### src/logic/flash_regs_defs.svh
// Offsets, field positions, reset values and widths of the flash registers
`ifndef FLASH_REGS_DEFS_SVH
`define FLASH_REGS_DEFS_SVH
`define OFS_ACCESS_SIZE   4'h0
`define OFS_READ_WAIT     4'h4
`define OFS_STATUS        4'h8
`define OFS_EXTRA_WAIT    4'hc
`define OFS_TRIM          5'h10
`define ASZ_RESET         2'h2
`define ASZ_PROG          2'h1
`define ASZ_READ32        2'h2
`define RWT_RESET         2'h0
`define SD_RESET          3'h0
`define ST_ERR_BIT        2
`define ST_HNG_BIT        1
`define ST_RDY_BIT        0
`define TRIM_FLASH_ADDR   32'h0010_1004
`define TRIM_WIDTH        10
`define WAIT_CNT_W        4
`endif

### src/logic/flash_regs_pkg.sv
// Types of the flash register bank; its wait-state counter keeps its own
package flash_regs_pkg;
	typedef enum logic [3:0] {
		TR_IDLE  = 4'b0001,
		TR_REQ   = 4'b0010,
		TR_DONE  = 4'b0100,
		TR_SPARE = 4'b1000
	} trim_state_t;

	typedef struct packed {
		logic [1:0] access_size;
		logic [1:0] read_wait;
		logic [2:0] extra_wait;
		logic       ecc_err;
		logic [9:0] trim;
	} ctrl_t;
endpackage : flash_regs_pkg

### src/logic/read_wait_timer.sv
// Counts read wait states for 32-bit flash reads
module read_wait_timer (
	input  wire logic       clk_i,
	input  wire logic       sys_rst_i,
	input  wire logic       start_i,
	input  wire logic [3:0] waits_i,
	output logic            busy_o,
	output logic            done_o
);
	typedef struct packed {
		logic [3:0] cnt;
		logic       busy;
		logic       done;
	} wt_t;
	wt_t st;
	wt_t next_st;

	always_comb begin
		next_st = st;
		next_st.done = 1'b0;
		if (st.busy) begin
			if (st.cnt == 4'h0) begin
				next_st.busy = 1'b0;
				next_st.done = 1'b1;
			end else begin
				next_st.cnt = st.cnt - 4'h1;
			end
		end else if (start_i) begin
			next_st.busy = 1'b1;
			next_st.cnt = waits_i;
		end
	end

	always_ff @(posedge clk_i) begin
		if (sys_rst_i) begin
			st <= '0;
		end else begin
			st <= next_st;
		end
	end

	assign busy_o = st.busy;
	assign done_o = st.done;
endmodule : read_wait_timer

### src/logic/flash_interface_regs.sv
// Flash interface control and status register bank on Avalon-MM
`include "flash_regs_defs.svh"

// Behaviour
// - Reset loads access size field with 10, 32-bit read-only mode.
// - Access size 01 programming, 10 read-only; 00 and 11 prohibited.
// - Read wait applies only in 32-bit read mode.
// - Read wait in bits 1:0, bit 0 read-only zero.
// - ECC flag bit 2 set on correction; write 0 clears, 1 ignored.
// - Status bits 7:3 reserved, writes ignored.
// - Hang flag bit 1 shows automatic algorithm timing limit exceeded.
// - Ready flag bit 0 low while automatic write or erase runs.
// - Sync-down field 000/001/011/101/111 adds 0/1/3/5/7 waits.
// - Read waits total read wait plus sync-down waits in read mode.
// - Trim mirror holds low ten bits of flash word 0x0010_1004.
// - Chip reset clears trim mirror before reloading it.
module flash_interface_regs (
	input  wire logic        clk_i,
	input  wire logic        sys_rst_i,
	input  wire logic [4:0]  avs_address_i,
	input  wire logic        avs_read_i,
	input  wire logic        avs_write_i,
	input  wire logic [31:0] avs_writedata_i,
	input  wire logic [3:0]  avs_byteenable_i,
	output logic      [31:0] avs_readdata_o,
	output logic             avs_waitrequest_o,
	input  wire logic        ecc_corr_i,
	input  wire logic        hang_i,
	input  wire logic        busy_i,
	input  wire logic        flash_rd_req_i,
	output logic             flash_rd_done_o,
	output logic             prog_mode_o,
	output logic             read32_mode_o,
	output logic [3:0]       read_waits_o,
	output logic             trim_rd_o,
	input  wire logic [31:0] trim_data_i,
	input  wire logic        trim_valid_i,
	output logic [9:0]       trim_o
);
	typedef struct packed {
		flash_regs_pkg::ctrl_t       ctrl;
		flash_regs_pkg::trim_state_t trim_st;
		logic                        ack;
		logic [31:0]                 rdata;
		logic                        ecc_s1;
		logic                        ecc_s2;
		logic                        hng_s1;
		logic                        hng_s2;
		logic                        bsy_s1;
		logic                        bsy_s2;
		logic                        rdone;
		logic                        prog;
		logic                        rd32;
		logic [3:0]                  waits;
		logic                        trim_rd;
	} state_t;

	state_t st;
	state_t next_st;
	logic   req;
	logic   timer_done;
	logic   timer_busy;
	logic [3:0] total_waits;
	logic [3:0] sd_waits;

	assign req = (avs_read_i | avs_write_i) & ~st.ack;

	// Prohibited sync-down codes add nothing; odd codes give their value
	always_comb begin
		sd_waits = st.ctrl.extra_wait[0] ? {1'b0, st.ctrl.extra_wait}
			: 4'h0;
		total_waits = sd_waits + {2'b00, st.ctrl.read_wait};
	end

	read_wait_timer u_timer (
		.clk_i     (clk_i),
		.sys_rst_i (sys_rst_i),
		.start_i   (flash_rd_req_i & st.rd32),
		.waits_i   (total_waits),
		.busy_o    (timer_busy),
		.done_o    (timer_done)
	);

	always_comb begin
		next_st = st;
		next_st.ecc_s1 = ecc_corr_i;
		next_st.ecc_s2 = st.ecc_s1;
		next_st.hng_s1 = hang_i;
		next_st.hng_s2 = st.hng_s1;
		next_st.bsy_s1 = busy_i;
		next_st.bsy_s2 = st.bsy_s1;
		next_st.ack = req;
		next_st.trim_rd = 1'b0;
		// Program mode reads take no wait states
		next_st.rdone = st.rd32 ? timer_done
			: (flash_rd_req_i & ~timer_busy);
		next_st.prog = (st.ctrl.access_size == `ASZ_PROG);
		next_st.rd32 = (st.ctrl.access_size == `ASZ_READ32);
		next_st.waits = st.rd32 ? total_waits : 4'h0;

		case (st.trim_st)
			flash_regs_pkg::TR_IDLE: begin
				next_st.trim_st = flash_regs_pkg::TR_REQ;
			end
			flash_regs_pkg::TR_REQ: begin
				next_st.trim_rd = 1'b1;
				if (trim_valid_i) begin
					next_st.ctrl.trim = trim_data_i[9:0];
					next_st.trim_st = flash_regs_pkg::TR_DONE;
					next_st.trim_rd = 1'b0;
				end
			end
			flash_regs_pkg::TR_DONE: begin
				next_st.trim_st = flash_regs_pkg::TR_DONE;
			end
			default: begin
				next_st.trim_st = flash_regs_pkg::TR_IDLE;
			end
		endcase

		// Write lands at the answering edge, where waitrequest is low
		if (st.ack && avs_write_i && avs_byteenable_i[0]) begin
			if (avs_address_i == {1'b0, `OFS_ACCESS_SIZE}) begin
				// Prohibited codes are stored as written
				next_st.ctrl.access_size = avs_writedata_i[1:0];
			end else if (avs_address_i == {1'b0, `OFS_READ_WAIT}) begin
				next_st.ctrl.read_wait = {avs_writedata_i[1], 1'b0};
			end else if (avs_address_i == {1'b0, `OFS_STATUS}) begin
				if (!avs_writedata_i[`ST_ERR_BIT]) begin
					next_st.ctrl.ecc_err = 1'b0;
				end
			end else if (avs_address_i == {1'b0, `OFS_EXTRA_WAIT}) begin
				next_st.ctrl.extra_wait = avs_writedata_i[2:0];
			end
		end
		// Set wins over a clearing write in the same cycle
		if (st.ecc_s2) begin
			next_st.ctrl.ecc_err = 1'b1;
		end

		next_st.rdata = 32'h0000_0000;
		if (req && avs_read_i) begin
			if (avs_address_i == {1'b0, `OFS_ACCESS_SIZE}) begin
				next_st.rdata[1:0] = st.ctrl.access_size;
			end else if (avs_address_i == {1'b0, `OFS_READ_WAIT}) begin
				next_st.rdata[1:0] = st.ctrl.read_wait;
			end else if (avs_address_i == {1'b0, `OFS_STATUS}) begin
				// Reserved status bits read zero
				next_st.rdata[`ST_ERR_BIT] = st.ctrl.ecc_err;
				next_st.rdata[`ST_HNG_BIT] = st.hng_s2;
				next_st.rdata[`ST_RDY_BIT] = ~st.bsy_s2;
			end else if (avs_address_i == {1'b0, `OFS_EXTRA_WAIT}) begin
				next_st.rdata[2:0] = st.ctrl.extra_wait;
			end else if (avs_address_i == `OFS_TRIM) begin
				next_st.rdata[9:0] = st.ctrl.trim;
			end
		end
	end

	always_ff @(posedge clk_i) begin
		if (sys_rst_i) begin
			st <= '0;
			st.ctrl.access_size <= `ASZ_RESET;
			st.ctrl.read_wait <= `RWT_RESET;
			st.ctrl.extra_wait <= `SD_RESET;
			st.ctrl.trim <= 10'h000;
			st.trim_st <= flash_regs_pkg::TR_IDLE;
			st.rd32 <= 1'b1;
			st.bsy_s1 <= 1'b1;
			st.bsy_s2 <= 1'b1;
		end else begin
			st <= next_st;
		end
	end

	assign avs_readdata_o    = st.rdata;
	assign avs_waitrequest_o = ~st.ack;
	assign flash_rd_done_o   = st.rdone;
	assign prog_mode_o       = st.prog;
	assign read32_mode_o     = st.rd32;
	assign read_waits_o      = st.waits;
	assign trim_rd_o         = st.trim_rd;
	assign trim_o            = st.ctrl.trim;
endmodule : flash_interface_regs

### config.mk
export PLATFORM = sky130hd
export DESIGN_NAME = flash_interface_regs
export DESIGN_NICKNAME = d
export VERILOG_FILES = /design/src/logic/flash_regs_pkg.sv /design/src/logic/read_wait_timer.sv /design/src/logic/flash_interface_regs.sv
export VERILOG_INCLUDE_DIRS = /design/src /design/src/logic
export SDC_FILE = /design/constraint.sdc
export NUM_CORES = 1
export LEC_CHECK = 0
export BUFFER_PORTS_ARGS = -buffer_cell sky130_fd_sc_hd__buf_2
export CAP_MARGIN = 25
export CORE_AREA = 2 2 93 95
export CTS_BUF_LIST = sky130_fd_sc_hd__clkbuf_8
export CTS_CLUSTER_DIAMETER = 30
export DETAILED_ROUTE_END_ITERATION = 16
export DIE_AREA = 0 0 95 97
export PLACE_DENSITY_LB_ADDON = 0.15
export SYNTH_ARGS = -nofsm -noshare
export SYNTH_HDL_FRONTEND = slang
export SYNTH_SLANG_ARGS = --single-unit
export TNS_END_PERCENT = 5
### constraint.sdc
create_clock -name clk_i -period 1.8 [get_ports clk_i]
set_input_delay 0.18 -clock clk_i [delete_from_list [all_inputs] [get_ports clk_i]]
set_output_delay 0.18 -clock clk_i [all_outputs]
set_load 0.01 [all_outputs]
Word-level counts from Yosys, hierarchy flattened
Index checks and enable logic that the tools add are counted.
W data, S select, Z words.
Word-level totals
  input port bits: 82
  word-level logic and storage cells: 99
  bits in registers: 74
  output and inout bits: 51
Cells by class
  multiplexer cells: 24
  reduce and logical (&&, ||, !) cells: 20
  equal/unequal tests: 14
  $add $sub $neg: 2
  bitwise operators: 14
Operator list (count)
  $mux W3: 5
  $mux W14: 1
  $pmux W4 S3: 1
  $eq A5 B4 Y1 const B: 2
  $mux W10: 1
  $mux W2: 5
  $mux W5: 2
  $not A1 Y1: 10
  $reduce_and A5 Y1: 2
  $mux W4: 2
  $mux W8: 1
  $ne A2 B2 Y1 const B: 4
  $reduce_or A2 Y1: 4
  $reduce_or A7 Y1: 1
  $mux W6: 1
  $reduce_and A2 Y1: 3
  $reduce_bool A2 Y1: 3
  $eq A5 B3 Y1 const B: 1
  $eq A5 B5 Y1 const B: 1
  $logic_not A5 Y1: 1
  $mux W1: 5
  $add A3 B2 Y4: 1
  $eq A4 B1 Y1 const B: 1
  $eq A4 B2 Y1 const B: 1
  other kinds (11): 15

Logic depth before layout (Yosys ltp)
  word-level depth: 7
  mapped depth: 5
  mapped depth without buffers: 5

By module
Synthesis repeated with hierarchy kept, for this count alone.
Unflattened totals
  cell total of the unflattened synthesis: 260
  area, all modules: 2409.8 um^2
Modules (own cells, without submodules)
  flash_interface_regs: cells each 225, sequential area each 900.9 um^2, instances 1, area each 2087.0 um^2
  read_wait_timer: cells each 35, sequential area each 120.1 um^2, instances 1, area each 322.8 um^2

Least setup slack after synthesis
Ideal clock, no wire load.
  path kind: register to register
  from: reg u_timer.st[2] (netlist name)
  to: reg u_timer.st[2] (netlist name)
  slack: 397 ps
  arrival: 1271 ps
  library setup time: 132 ps
  clock period less this slack: 1403 ps
  required time: 1668 ps
  stages on the path, launching flop included: 6
  path buffers: 0
  cells stage by stage: dfxtp_1 -> inv_1 -> ha_1 -> or3b_2 -> a32oi_1 -> a21oi_1
On the way
  word-level cells in the longest chain between the ends: 3
  elaborated cells between the ends (all ways): 6
  classes of those cells: add/sub (1); eq/ne (1); mux (2); reduce/logical (2)
Ends and longest elaborated chain
  start, declared: line read_wait_timer.sv:15  | wt_t st;
  start signal, assigned: line read_wait_timer.sv:38  | st <= next_st;
  $sub A4 B1 Y4 / $logic_not A4 Y1 (equally long branches): line read_wait_timer.sv:26, read_wait_timer.sv:22
  $mux W4 / $ne A2 B2 Y1 (equally long branches)
  $mux W5 / $reduce_and A2 Y1 (equally long branches)
Several ways; a longest one is shown, not always the timed one. The select of a mux whose other input is x is not followed.
A chain may end at the register's enable or synchronous reset.

Final worst setup path
  from: reg st[46] (netlist name)
  to: reg st, in the netlist avs_readdata_o[5]
On the way
  word-level cells in the longest chain between the ends: 5
Ends and longest elaborated chain
  start, declared: line flash_interface_regs.sv:58  | state_t st;
  start signal, assigned: line flash_interface_regs.sv:172  | st <= next_st;
  $not A1 Y1: line flash_interface_regs.sv:66  | assign req = (avs_read_i | avs_write_i) & ~st.ack;
  $and A1 B1 Y1: line flash_interface_regs.sv:66
  $logic_and A1 B1 Y1: line flash_interface_regs.sv:142  | if (req && avs_read_i) begin
  $not A1 Y1 (no source line)
  $reduce_or A7 Y1 (no source line)
No other way between the ends.

==> results by group <==
Global routing
  – Initial antenna violation count: 0
  – GRT overflow: 0
  – Tot GR Track Use: a little over a tenth
  – Vias in the first global route: 1534
  – Largest net degree at the start of global routing: 28
  – First-pass GRT wire length: around 7.7 mm

Worst setup path
  – Worst EP arrival: 1770 ps
  – Delay-heaviest family, CP: simple AND/OR/NAND/NOR gates
  – Reg-to-Reg Start: st[46]
  – WS Path Type: flop to flop
  – R2R depth: 3
  – Crit Path Max Fanout: 7
  – R2r setup slk: between 200 and 300 ps
  – CP bufs+invs: 0
  – CP endpoint kind: flop
  – Crit path cell chain: or3b_2 > nor3_2 > and2_1
  – Slowest stage delay, CP: around 540 ps
  – Type of origin of the critical path: flop
  – Worst path required time: just over 2000 ps
  – RR Endpoint: avs_readdata_o[5]
  – CP max stage cell: or3b_2

Clock tree
  – CTS H-tree depth: 2
  – Post-cts sizing count: 0
  – Hold-fix buffers at CTS: 0
  – Clock Latency Late Sink: around 310 ps
  – CTS tree: done
  – Setup Fix Bufs, Post-CTS: 0
  – Max Root-Sink Buffers: 2
  – Sink Count: 51
  – Worst-path clk slew: 100 ps
  – CTS root buf: clkbuf_8
  – TritonCTS Buffers: 5

Floorplanning
  – Die area: about 0.0092 mm^2
  – Die H: 97 um
  – Core Area: approximately 0.008 mm^2
  – Initial Utilization: ~29%
  – Row cnt: 33
  – I/O pins: approximately 130
  – Die W: ~95 um

Yosys
  – Number of enable flip-flop cells after synthesis: 0
  – Share of the synthesized area in the top cell type: between 40% and 50%
  – Syn avg cell area: just under 9 um^2
  – Yosys reg bits: 51
  – Cell Area, Synth: ~0.0024 mm^2
  – Post-synth ARST share: 0%
  – Ranking of synthesized cells by area: dfxtp_1 (43%), buf_4 (15%), nand2_1 (4.4%)
  – Gate Count Post-Synth: around 270
  – Yosys cell types: 48
  – Register area share after synthesis: a little over two fifths
  – Synth warn: 0
  – Area leader, netlist: dfxtp_1
  – Top FF cell, synth: dfxtp_1

Min path
  – Hold path cells: 2
  – Worst Hold Class: input pin to flop
  – Hold EP: next_st[8]
  – Critical hold path startpoint: busy_i

Run status
  – Status: complete, no violations

Timing
  – Setup TNS: 0 ps
  – Fin crit period: ~1500 ps
  – Final worst-path cycle share: a little over four fifths
  – Post-route setup slack: 283 ps
  – F_max: 659 MHz
  – Setup violators final: 0
  – Unrepaired setup endpoints after global routing: false
  – Hold_ws: around 53 ps
  – Max Slew Vio Count: 0
  – Setup Skew: 11.0 ps
  – Final hold violations: 0

Layout
  – Nets: ~390
  – Final Core Density: between 30% and 40%
  – Area Overhead vs Synth: 10.3%
  – Register area: a little over 0.001 mm^2
  – Proportion of layout cells with a drive suffix above 1: between 20% and 30%
  – Fillers: roughly 870
  – ANT cells: 0
  – Area of the multi-input gates: about 0.0010 mm^2

Place
  – Pre-CTS WS: 201 ps
  – HPWL Detailed: approximately 3.5 mm
  – Number of port buffers: between 50 and 60
  – Placer Congestion: ~0.75

Routing
  – Vias after detailed routing: ~1.8k
  – Avg WL per Cell: 11.9 um
  – Routed vias/inst: approximately 4.4
  – Antenna Nets Post-Route: 0
  – Initial DRC count: 31
  – DRT Pass-1 Iters: 4
  – DRC Markers: 0
  – DRT Wirelength: 4.84 mm

Power
  – PD cells: just over 800 mW/mm^2
  – Leak pwr: about 1.1 nW
  – Peak supply drop: between 200 and 300 uV

Flow run
  – Max Cap Viol: 0
-- metrics by stage --
| step | instances | cell area, um^2 | power (mW) |
|---|---|---|---|
| 3_3_place_gp | 399 | 2540 | 1.51 |
| 6_report | 407 | 2620 | 2.15 |
| 3_5_place_dp | 399 | 2540 | 1.51 |
| 2_1_floorplan | 288 | 2460 | 1.46 |
| 4_1_cts | 407 | 2620 | 2.19 |
| 5_1_grt | 407 | 2620 | 2.27 |
-- cells in the mapped netlist, drive strengths merged, types with 3 or more instances --
master   n
nor2     5
nand3    3
mux2i    3
dfxtp   51
nand2b   4
nand2   28
nor3b    6
o21ai    6
ha       3
buf     48
nor3     8
and3b    4
nor2b    6
and2    13
a21oi   18
o211ai   3
inv      9
or3      3
nand4    4
clkbuf   8
-- worst max path at each step --
stage / from / endpoint / slack [ps] / depth (start not counted)
after floorplan: u_timer.st[2] / u_timer.st[2] / 400 / 5
after global placement: avs_address_i[3] / avs_readdata_o[9] / 200 / 4
after detailed placement: avs_address_i[3] / avs_readdata_o[5] / 200 / 4
after CTS: st[46] / avs_readdata_o[5] / 220 / 3
after global routing: st[46] / avs_readdata_o[6] / 120 / 3
final: st[46] / avs_readdata_o[5] / 280 / 3
-- registers in the layout, indices dropped and copies added, names as in the netlist --
name,count
avs_readdata_o,10
flash_rd_done_o,1
next_st,3
prog_mode_o,1
read32_mode_o,1
read_waits_o,4
st,14
trim_o,10
trim_rd_o,1
u_timer.busy_o,1
u_timer.done_o,1
u_timer.st,4
-- cell usage in the layout (no fill, tap or decap), drive strengths merged, types with 6 or more instances in the layout --
cell type,n
inv,10
conb,22
dfxtp,51
nor3,8
a21oi,18
nor2b,6
nor3b,6
o21ai,6
nand2,28
and2,13
buf,62
-- cell type report --
cell class,count,share of cell area (%)
Tap cell,105,5.01
Inverter,10,1.43
Multi-Input combinational cell,171,38.9
Sequential cell,51,38.9
Timing Repair Buffer,62,12.4
Clock inverter,3,0.715
Clock buffer,5,2.62
-- power by group --
part	switching [mW]	internal (mW)	leakage (nW)
logic	0.149	0.111	0.677
clock network	0.390	0.274	0.0483
registers	0.0493	1.17	0.414
total	0.589	1.56	1.14
-- kinds of logic after synthesis --
kind of cell | count (synthesis) | synth area share (%)
simple gates | 98 | 24.0
buf+inv | 66 | 17.7
flops | 51 | 42.9
compound gates | 44 | 11.9
fa+ha+maj | 3 | 1.58
mux | 3 | 1.26
other cells | 1 | 0.158
xor+xnor | 1 | 0.368
-- metal layers --
layer / part of all wire, % / routed length (um) / global-route usage [%] / up-vias
met5: 0 / 0 / 0 / -
met4: 2.3 / 110 / 4.91 / 0
met2: 44 / 2110 / 15.1 / 54
li1: - / - / - / 917
met3: 5.6 / 272 / 2.02 / 8
met1: 48 / 2340 / 15.2 / 800
Power figures use the tool's default switching activity.
